**src/common/homing_map.svh**
```systemverilog
`ifndef HOMING_MAP_SVH
`define HOMING_MAP_SVH

// method codes (signed 8-bit)
`define HM_CURRENT       8'sh00
`define HM_SW_OUT_POS    8'sh03
`define HM_SW_OUT_NEG    8'sh05
`define HM_SW_IN_POS     8'sh04
`define HM_SW_IN_NEG     8'sh06
`define HM_LOW_OUT_POS   8'sh07
`define HM_LOW_IN_POS    8'sh08
`define HM_UP_IN_POS     8'sh09
`define HM_UP_OUT_POS    8'sh0A
`define HM_UP_OUT_NEG    8'sh0B
`define HM_UP_IN_NEG     8'sh0C
`define HM_LOW_IN_NEG    8'sh0D
`define HM_LOW_OUT_NEG   8'sh0E
`define HM_UP_POS        8'sh15
`define HM_UP_NEG        8'sh16
`define HM_LOW_POS       8'sh13
`define HM_LOW_NEG       8'sh14
`define HM_SWITCH_POS    8'sh17
`define HM_SWITCH_NEG    8'sh1B
`define HM_CURRENT_ZERO  8'sh23

// home-configuration field positions
`define HC_START_NEG     0
`define HC_USE_INDEX     1
`define HC_INDEX_NEG     2
`define HC_EDGE_RISE     3
`define HC_EDGE_ANY      4
`define HC_MOMENTARY     5
`define HC_FINAL_MOVE    6
`define HC_VALID         7
`define HC_RESET_VALUE   8'h00

`endif

```
**src/common/homing_pkg.sv**
```systemverilog
package homing_pkg;
	typedef struct packed {
		logic home;
		logic limPos;
		logic limNeg;
		logic index;
	} sense_t;

	typedef struct packed {
		logic run;
		logic dirNeg;
		logic finalMove;
		logic done;
		logic error;
	} motion_t;

	typedef enum logic [2:0] {
		ST_IDLE   = 3'b000,
		ST_SEEK   = 3'b001,
		ST_INDEX  = 3'b010,
		ST_FINAL  = 3'b011,
		ST_DONE   = 3'b100,
		ST_ERROR  = 3'b101
	} state_t;
endpackage

```
**src/design/homing_sequencer.sv**
```systemverilog
`include "homing_map.svh"
// What this block does
// plain home-switch method homes at switch transition, positive start when switch inactive
// home-switch methods error if any limit activates before the switch transition
// outward index: positive start uses pulse negative side, negative start positive side
// inward index: positive start uses pulse positive side, negative start negative side
// negative-start home-switch variants move negative when switch inactive at start
// lower-home methods use the falling edge of the home switch
// lower-home positive start reverses at positive limit, errors at negative limit after
// lower-home negative start reverses at negative limit, errors at positive limit after
// upper-home methods use the rising edge of the home switch
// motion away from switch reverses at the limit in the start direction
// index-referenced edge methods error on a limit after reversal before the edge
// lower-outside-index homes at first index negative of falling edge
// lower-inside-index homes at first index positive of falling edge
// upper-outside-index homes at first index positive of rising edge
// upper-inside-index homes at first index negative of rising edge
// negative-start upper-outside-index reverses on leaving the home switch
// codes 14, 13 and 12 select the negative-start lower-out, lower-in, upper-in methods
// a standard method code loads the matching home-configuration value
// host may program the home-configuration directly for custom options
// standard methods make a final move to zero, except code 0 which ends at once; custom configuration may suppress it
// host writes the signed 8-bit method code before homing starts
// home latches position and signals done; error stops motion, stays until next start
module homing_sequencer
	import homing_pkg::*;
#(
	parameter int POS_W = 32
) (
	// clock and reset
	input  wire logic               clock,
	input  wire logic               sys_rst,
	// host settings
	input  wire logic signed [7:0]  methodCode,
	input  wire logic               methodWrite,
	input  wire logic [7:0]         cfgData,
	input  wire logic               cfgWrite,
	input  wire logic               startHoming,
	input  wire logic               finalMoveDone,
	// axis
	input  wire homing_pkg::sense_t pins,
	input  wire logic [POS_W-1:0]   actualPos,
	// results
	output homing_pkg::motion_t     motion,
	output logic [7:0]              homeCfg,
	output logic [POS_W-1:0]        homePos
);
	import homing_pkg::*;

	// map a standard method code to its configuration word
	function automatic logic [7:0] cfgFor(input logic signed [7:0] code);
		logic [7:0] c;
		c = 8'h00;
		c[`HC_VALID] = 1'b1;
		c[`HC_FINAL_MOVE] = 1'b1;
		case (code)
			`HM_CURRENT: begin
				c[`HC_FINAL_MOVE] = 1'b0;
				c[`HC_EDGE_ANY] = 1'b0;
			end
			`HM_CURRENT_ZERO: c[`HC_EDGE_ANY] = 1'b0;
			`HM_SWITCH_POS: c[`HC_EDGE_ANY] = 1'b1;
			`HM_SWITCH_NEG: begin
				c[`HC_EDGE_ANY] = 1'b1;
				c[`HC_START_NEG] = 1'b1;
			end
			`HM_SW_OUT_POS: begin
				c[`HC_EDGE_ANY] = 1'b1;
				c[`HC_USE_INDEX] = 1'b1;
				c[`HC_INDEX_NEG] = 1'b1;
			end
			`HM_SW_OUT_NEG: begin
				c[`HC_EDGE_ANY] = 1'b1;
				c[`HC_USE_INDEX] = 1'b1;
				c[`HC_START_NEG] = 1'b1;
			end
			`HM_SW_IN_POS: begin
				c[`HC_EDGE_ANY] = 1'b1;
				c[`HC_USE_INDEX] = 1'b1;
			end
			`HM_SW_IN_NEG: begin
				c[`HC_EDGE_ANY] = 1'b1;
				c[`HC_USE_INDEX] = 1'b1;
				c[`HC_INDEX_NEG] = 1'b1;
				c[`HC_START_NEG] = 1'b1;
			end
			`HM_LOW_POS: c[`HC_MOMENTARY] = 1'b1;
			`HM_LOW_NEG: begin
				c[`HC_MOMENTARY] = 1'b1;
				c[`HC_START_NEG] = 1'b1;
			end
			`HM_UP_POS: begin
				c[`HC_MOMENTARY] = 1'b1;
				c[`HC_EDGE_RISE] = 1'b1;
			end
			`HM_UP_NEG: begin
				c[`HC_MOMENTARY] = 1'b1;
				c[`HC_EDGE_RISE] = 1'b1;
				c[`HC_START_NEG] = 1'b1;
			end
			`HM_LOW_OUT_POS, `HM_LOW_OUT_NEG: begin
				c[`HC_MOMENTARY] = 1'b1;
				c[`HC_USE_INDEX] = 1'b1;
				c[`HC_INDEX_NEG] = 1'b1;
				c[`HC_START_NEG] = (code == `HM_LOW_OUT_NEG);
			end
			`HM_LOW_IN_POS, `HM_LOW_IN_NEG: begin
				c[`HC_MOMENTARY] = 1'b1;
				c[`HC_USE_INDEX] = 1'b1;
				c[`HC_START_NEG] = (code == `HM_LOW_IN_NEG);
			end
			`HM_UP_OUT_POS, `HM_UP_OUT_NEG: begin
				c[`HC_MOMENTARY] = 1'b1;
				c[`HC_EDGE_RISE] = 1'b1;
				c[`HC_USE_INDEX] = 1'b1;
				c[`HC_START_NEG] = (code == `HM_UP_OUT_NEG);
			end
			`HM_UP_IN_POS, `HM_UP_IN_NEG: begin
				c[`HC_MOMENTARY] = 1'b1;
				c[`HC_EDGE_RISE] = 1'b1;
				c[`HC_USE_INDEX] = 1'b1;
				c[`HC_INDEX_NEG] = 1'b1;
				c[`HC_START_NEG] = (code == `HM_UP_IN_NEG);
			end
			default: c = 8'h00;
		endcase
		return c;
	endfunction

	typedef struct packed {
		state_t           state;
		logic [7:0]       cfg;
		logic             dirNeg;
		logic             reversed;
		logic             edgeSeen;
		logic             homePrev;
		logic             limPosPrev;
		logic             limNegPrev;
		logic [POS_W-1:0] homePos;
		motion_t          motion;
	} seqState_t;

	seqState_t r;
	seqState_t next_r;
	sense_t    s;

	input_sync u_sync (
		.clock   (clock),
		.sys_rst (sys_rst),
		.pinIn   (pins),
		.syncOut (s)
	);

	logic homeRise;
	logic homeFall;
	logic limPosRise;
	logic limNegRise;
	logic refEdge;
	logic leadLim;
	logic trailLim;
	logic momentary;
	logic indexOk;

	always_comb begin
		homeRise   = s.home & ~r.homePrev;
		homeFall   = ~s.home & r.homePrev;
		limPosRise = s.limPos & ~r.limPosPrev;
		limNegRise = s.limNeg & ~r.limNegPrev;
		momentary  = r.cfg[`HC_MOMENTARY];
		// home reference edge
		if (r.cfg[`HC_EDGE_ANY]) begin
			refEdge = homeRise | homeFall;
		end else if (r.cfg[`HC_EDGE_RISE]) begin
			refEdge = homeRise;
		end else begin
			refEdge = homeFall;
		end
		// limit in current direction, and the opposite one
		leadLim  = r.dirNeg ? limNegRise : limPosRise;
		trailLim = r.dirNeg ? limPosRise : limNegRise;
		// index accepted only while moving to the required side of the edge
		indexOk  = s.index & (r.dirNeg == r.cfg[`HC_INDEX_NEG]);
	end

	always_comb begin
		next_r = r;
		next_r.homePrev   = s.home;
		next_r.limPosPrev = s.limPos;
		next_r.limNegPrev = s.limNeg;
		next_r.motion.done = 1'b0;
		if (methodWrite) begin
			next_r.cfg = cfgFor(methodCode);
		end else if (cfgWrite) begin
			next_r.cfg = cfgData | 8'h80;
		end
		case (r.state)
			ST_IDLE, ST_DONE, ST_ERROR: begin
				if (startHoming && r.cfg[`HC_VALID]) begin
					next_r.motion.error = 1'b0;
					next_r.reversed = 1'b0;
					next_r.edgeSeen = 1'b0;
					if (!r.cfg[`HC_EDGE_ANY] && !momentary) begin
						next_r.homePos = actualPos; // current position is home
						next_r.state = r.cfg[`HC_FINAL_MOVE] ? ST_FINAL : ST_DONE;
						next_r.motion.run = r.cfg[`HC_FINAL_MOVE];
						next_r.motion.finalMove = r.cfg[`HC_FINAL_MOVE];
						next_r.motion.done = ~r.cfg[`HC_FINAL_MOVE];
					end else begin
						// start direction when switch inactive; active -> toward edge
						next_r.dirNeg = s.home && r.cfg[`HC_EDGE_ANY]
							? ~r.cfg[`HC_START_NEG] : r.cfg[`HC_START_NEG];
						next_r.state = ST_SEEK;
						next_r.motion.run = 1'b1;
					end
				end
			end
			ST_SEEK: begin
				if (refEdge) begin
					next_r.edgeSeen = 1'b1;
					if (r.cfg[`HC_USE_INDEX]) begin
						next_r.state = ST_INDEX;
						// turn toward the side holding the pulse
						next_r.dirNeg = r.cfg[`HC_INDEX_NEG];
					end else begin
						next_r.homePos = actualPos;
						next_r.state = r.cfg[`HC_FINAL_MOVE] ? ST_FINAL : ST_DONE;
						next_r.motion.finalMove = r.cfg[`HC_FINAL_MOVE];
						next_r.motion.run = r.cfg[`HC_FINAL_MOVE];
						next_r.motion.done = ~r.cfg[`HC_FINAL_MOVE];
					end
				end else if (momentary && s.home && !r.homePrev && !r.cfg[`HC_EDGE_RISE]
						&& !r.reversed) begin
					next_r.edgeSeen = 1'b0; // approaching the switch, keep going through it
				end else if (momentary && r.cfg[`HC_EDGE_RISE] && homeFall
						&& !r.reversed) begin
					next_r.dirNeg = ~r.dirNeg;
					next_r.reversed = 1'b1;
				end else if (!momentary && (limPosRise || limNegRise)) begin
					next_r.state = ST_ERROR;
					next_r.motion.run = 1'b0;
					next_r.motion.error = 1'b1;
				end else if (momentary && leadLim && !r.reversed) begin
					next_r.dirNeg = ~r.dirNeg;
					next_r.reversed = 1'b1;
				end else if (momentary && (trailLim || leadLim) && r.reversed) begin
					next_r.state = ST_ERROR;
					next_r.motion.run = 1'b0;
					next_r.motion.error = 1'b1;
				end
			end
			ST_INDEX: begin
				if (indexOk) begin
					next_r.homePos = actualPos;
					next_r.state = r.cfg[`HC_FINAL_MOVE] ? ST_FINAL : ST_DONE;
					next_r.motion.finalMove = r.cfg[`HC_FINAL_MOVE];
					next_r.motion.run = r.cfg[`HC_FINAL_MOVE];
					next_r.motion.done = ~r.cfg[`HC_FINAL_MOVE];
				end else if (limPosRise || limNegRise) begin
					next_r.state = ST_ERROR;
					next_r.motion.run = 1'b0;
					next_r.motion.error = 1'b1;
				end
			end
			ST_FINAL: begin
				if (finalMoveDone) begin
					next_r.state = ST_DONE;
					next_r.motion.run = 1'b0;
					next_r.motion.finalMove = 1'b0;
					next_r.motion.done = 1'b1;
				end
			end
			default: next_r.state = ST_IDLE;
		endcase
		// direction output follows the new state, no one-cycle lag
		next_r.motion.dirNeg = next_r.dirNeg;
	end

	always_ff @(posedge clock or posedge sys_rst) begin
		if (sys_rst) begin
			r <= '0;
		end else begin
			r <= next_r;
		end
	end

	assign motion  = r.motion;
	assign homeCfg = r.cfg;
	assign homePos = r.homePos;

	chk_error_stops: assert property (@(posedge clock) disable iff (sys_rst)
		r.motion.error |-> !r.motion.run)
		else $error("motion runs with error set");
	chk_error_holds: assert property (@(posedge clock) disable iff (sys_rst)
		r.motion.error && !startHoming |=> r.motion.error)
		else $error("error flag dropped before restart");
	chk_cfg_load: assert property (@(posedge clock) disable iff (sys_rst)
		methodWrite && methodCode == `HM_LOW_IN_NEG |=> r.cfg[`HC_START_NEG] && r.cfg[`HC_MOMENTARY])
		else $error("method 13 config wrong");
	chk_limit_error: assert property (@(posedge clock) disable iff (sys_rst)
		r.state == ST_SEEK && !momentary && !refEdge && (limPosRise || limNegRise)
		|=> r.motion.error)
		else $error("limit before switch did not raise error");
	chk_reverse: assert property (@(posedge clock) disable iff (sys_rst)
		r.state == ST_SEEK && momentary && !refEdge && leadLim && !r.reversed
		&& !homeRise && !homeFall |=> r.dirNeg != $past(r.dirNeg))
		else $error("no reversal at leading limit");
	chk_index_home: assert property (@(posedge clock) disable iff (sys_rst)
		r.state == ST_INDEX && indexOk |=> r.homePos == $past(actualPos))
		else $error("home position not latched at index");
	chk_final_move: assert property (@(posedge clock) disable iff (sys_rst)
		r.state == ST_FINAL |-> r.motion.finalMove && r.motion.run)
		else $error("final move not driven");
	chk_done_pulse: assert property (@(posedge clock) disable iff (sys_rst)
		r.motion.done |=> !r.motion.done)
		else $error("done not a single pulse");
	cov_done: cover property (@(posedge clock) r.motion.done);
	cov_error: cover property (@(posedge clock) r.motion.error);
	cov_reverse: cover property (@(posedge clock) !r.reversed ##1 r.reversed);
	cov_index: cover property (@(posedge clock) r.state == ST_INDEX ##1 r.state == ST_FINAL);
endmodule

```
**src/design/input_sync.sv**
```systemverilog
module input_sync
	import homing_pkg::*;
(
	// clock and reset
	input  wire logic   clock,
	input  wire logic   sys_rst,
	// pins
	input  wire homing_pkg::sense_t pinIn,
	// synchronised
	output homing_pkg::sense_t syncOut
);
	typedef struct packed {
		sense_t stage1;
		sense_t stage2;
	} syncState_t;

	syncState_t r;
	syncState_t next_r;

	always_comb begin
		next_r.stage1 = pinIn;
		next_r.stage2 = r.stage1;
	end

	always_ff @(posedge clock or posedge sys_rst) begin
		if (sys_rst) begin
			r <= '0;
		end else begin
			r <= next_r;
		end
	end

	assign syncOut = r.stage2;
endmodule

```
**config.mk**
```make
export PLATFORM = sky130hd
export DESIGN_NAME = homing_sequencer
export DESIGN_NICKNAME = d
export VERILOG_FILES = /design/src/common/homing_pkg.sv /design/src/design/homing_sequencer.sv /design/src/design/input_sync.sv
export VERILOG_INCLUDE_DIRS = /design/src /design/src/common
export SDC_FILE = /design/constraint.sdc
export NUM_CORES = 1
export LEC_CHECK = 0
export BUFFER_PORTS_ARGS = -buffer_cell sky130_fd_sc_hd__buf_2
export CAP_MARGIN = 20
export CORE_ASPECT_RATIO = 1.1
export CORE_MARGIN = 3
export CORE_UTILIZATION = 56
export DETAILED_ROUTE_END_ITERATION = 10
export GPL_ROUTABILITY_DRIVEN = 0
export GPL_TIMING_DRIVEN = 0
export PLACE_DENSITY_LB_ADDON = 0.08
export SYNTH_ARGS = -nofsm -noshare
export SYNTH_HDL_FRONTEND = slang
export SYNTH_HIERARCHICAL = 1
export SYNTH_SLANG_ARGS = --single-unit
```
**constraint.sdc**
```tcl
create_clock -name clock -period 5.65 [get_ports clock]
set_input_delay 0 -clock clock [delete_from_list [all_inputs] [get_ports clock]]
set_output_delay 0 -clock clock [all_outputs]
set_load 0.05 [all_outputs]
```
==> flow_summary_export.csv <==
group,metric,value,unit
synthesis,synth_top_area_share,42.9,%
synthesis,yosysTopAreaCell,"dfrtp_1",
layout,nets,530,
layout,drive_gt1_share,44.6,%
placed_design,dp_hpwl,5.38,mm
critical_path,cp.required,5860,ps
placed_design,pre_cts_ws,3300,ps
detailed_routing,vias,2835,
floorplan,core_area,5910,um2
critical_path,critical_path_class,"reg -> reg",
global_route,grt_util_all_layers,24.1,%
sta,fin_ws,3300,ps
placed_design,io_buffers,98,
synthesis,synth_area_leaders,"dfrtp_1 43%, mux2_4 13%, buf_4 9.7%, mux2_2 2.9%, mux2i_1 2.3%",
synthesis,async_reset_ff_share,100,%
synthesis,ys_ff_latch,60,
layout,multi_input_area,1500,um2
detailed_routing,firstDrtPassIters,4,
critical_path,critPathMaxFanout,10,
cts,cts_buffer_depth,2,
detailed_routing,viasPerCell,5.14,
synthesis,yosysUniqueCellTypes,55,
cts,cts_tree,"yes",
critical_path,arrival,2560,ps
sta,max_freq,0.425,GHz
global_route,grt_pass1_wl,13.2,mm
critical_path,worstRegToRegCells,9,
synthesis,ys.flop_type,"dfrtp_1",
floorplan,dieArea,7230,um2
floorplan,io_pins,103,
detailed_routing,drc_errors,0,
global_route,grt_max_degree,30,
cts,cts_post_setup_buffers_inserted,0,
sta,setup-tns-final,0,ps
power,powerDensity,542,nW/um2
global_route,antenna_found_initial,0,
sta,tightestPinTransition,655,ps
worst_hold_path,hold_path_end,"homeCfg[2]",
sta,fin_skew,17.3,ps
detailed_routing,ant_nets,0,
layout,fin_util,79.9,%
synthesis,synth_area,3500,um2
global_route,gr-total-overflow,0,
global_route,grt_pass1_vias,2801,
worst_hold_path,hold_path.class,"in -> reg",
sta,rsz0062_at_grt,"false",
sta,maxSlewViolCount,0,
worst_hold_path,hold_start,"cfgData[2]",
detailed_routing,wl,8.27,mm
flow_run,maxCapViolations,0,
critical_path,reg2reg_to,"homePos[11]",
floorplan,die_y,88.9,um
power,irDropWorstVdd,423,uV
layout,final-seq-area,1500,um2
sta,hold_viol,0,
layout,diodes,0,
sta,setup_violations,0,
detailed_routing,wire_per_inst,15.0,um
sta,finalCriticalPeriod,2350,ps
synthesis,syn_avg_cell_area,11.0,um2
floorplan,rows,29,
power,leakagePower,0.00232,uW
sta,hold_slack,16.5,ps
worst_hold_path,hold_depth,3,
layout,syn_to_final_growth,35.1,%
synthesis,synth_edf_count,0,
cts,clock_latency,340,ps
sta,slew_headroom,55.7,%
floorplan,dieWidth,81.3,um
synthesis,ys_seq_area_share,42.9,%
critical_path,rrSetupSlack,3300,ps
cts,cts_root_buffer,"clkbuf_8",
critical_path,endpoint_kind,"flip-flop",
synthesis,synth_cells,317,
critical_path,rr_startpoint,"u_sync/syncOut[3]",
status,status,"finished clean",
cts,clk_pin_slew,60,ps
cts,cts_made_buffers,9,
critical_path,startpoint_type,"flip-flop",
cts,cts-resized-gates,0,
synthesis,synth_fp_nets,377,
layout,fill_cells,398,
synthesis,synth_warnings,6,
cts,htree_levels,3,
detailed_routing,drtIter0Drc,137,
floorplan,start_util,59.1,%
cts,cts.sink_count,60,
sta,period_share,41.6,%
==> what timing repair did <==
action	4_1_cts	5_1_grt
hold endpoints to repair	73	0
endpoints found under the setup margin	0	0
hold buffers	43	0
==> critical path, cell delays in order, from the launching register on <==
cell     delay (ps)
dfrtp_1         420
inv_1            60
ha_1            190
mux2_4          290
o21a_4          220
a211o_1         290
and3_1          170
buf_6           150
buf_12          150
mux2_4          290
==> cells in the final DEF, fill, tap and decap left out, types with 2 or more instances in the layout <==
master,count
nand3b_1,3
o21ai_0,13
nor2_1,17
mux2_4,31
nor3_1,7
ha_1,2
buf_2,99
a31oi_1,3
o211ai_1,3
clkbuf_1,10
nand2_1,14
a32o_1,2
clkinv_2,2
buf_1,2
nand3_1,3
mux2_2,9
inv_1,7
o21bai_1,2
a211oi_1,2
nand2b_1,9
o31ai_1,3
dlygate4sd3_1,43
mux2i_1,8
xnor2_1,2
clkinvlp_4,2
clkbuf_2,2
a21oi_1,12
dfrtp_1,60
xor2_1,2
nor2b_1,4
buf_12,4
buf_4,45
clkbuf_8,9
o32ai_1,4
o22ai_1,7
o311ai_0,2
==> layout make-up <==
type / instances / area share [%]
repair buffers: 142 / 19.9
inverters: 8 / 0.636
flip-flops and latches: 60 / 31.8
clock buffers: 10 / 2.70
clock inverters: 6 / 1.35
plain buffers: 63 / 9.85
multi-input cells: 186 / 31.7
well taps: 77 / 2.04
==> kinds of logic (layout without fill, tap and decap cells) <==
group                    Yosys count  in the layout  synth area share, %
XOR/XNOR                           4              4                 1.00
buffers and inverters             71            229                 14.2
AO/OA/AOI/OAI                     66             66                 13.1
AND/OR/NAND/NOR                   66             66                 9.59
adder cells (fa/ha/maj)            2              2                0.716
multiplexers                      48             48                 18.5
flip-flops                        60             60                 42.9
==> power by group <==
part	switching, uW	internal, uW
Sequential	103	586
Combinational	849	653
Clock	169	204
Total	1120	1440
==> synth_stat cells (2+ instances only) <==
master and instances:
nor2_1 17, clkbuf_2 2, ha_1 2, buf_12 3
inv_1 8, o21bai_1 2, dfrtp_1 60, xnor2_1 2
a31oi_1 3, xor2_1 2, a211oi_1 2, a21oi_1 12
buf_1 2, mux2_2 9, o211ai_1 3, a32o_1 2
nand3_1 3, nand2b_1 9, nor2b_1 4, mux2_4 31
nor3_1 7, nand3b_1 3, o21ai_0 13, o32ai_1 4
o22ai_1 7, buf_4 45, clkbuf_1 9, o311ai_0 2
o31ai_1 3, mux2i_1 8, nand2_1 14
==> metrics by stage <==
stage	power [uW]	area (um2)	cells
after floorplan	1910	3500	317
after global placement	2130	4080	492
after detailed placement	2150	4100	493
after CTS	2550	4720	552
after global routing	2700	4720	552
final	2560	4720	552
==> state kept, by name, indices dropped and copies added, names as in the netlist <==
signal          count
homePos            32
u_sync/syncOut      4
motion              5
r                   7
homeCfg             8
u_sync/next_r       4
==> per-layer routing <==
metal,wire length (um),global-route usage [%]
met3,431,4.28
met1,3480,29.9
met5,0,0
met2,4270,41.9
met4,82,8.76
==> how the worst max path moves through the flow <==
| stage | depth (start not counted) | endpoint | slack (ps) | from |
|---|---|---|---|---|
| after floorplan | 9 | homePos[0] | 3460 | u_sync/syncOut[3] |
| after global placement | 9 | homePos[12] | 3340 | u_sync/syncOut[3] |
| after detailed placement | 9 | homePos[21] | 3300 | u_sync/syncOut[3] |
| after CTS | 9 | homePos[10] | 3290 | u_sync/syncOut[3] |
| after global routing | 7 | motion[4] | 3140 | u_sync/syncOut[3] |
| final | 9 | homePos[11] | 3300 | u_sync/syncOut[3] |
Power figures use the tool's default switching activity.
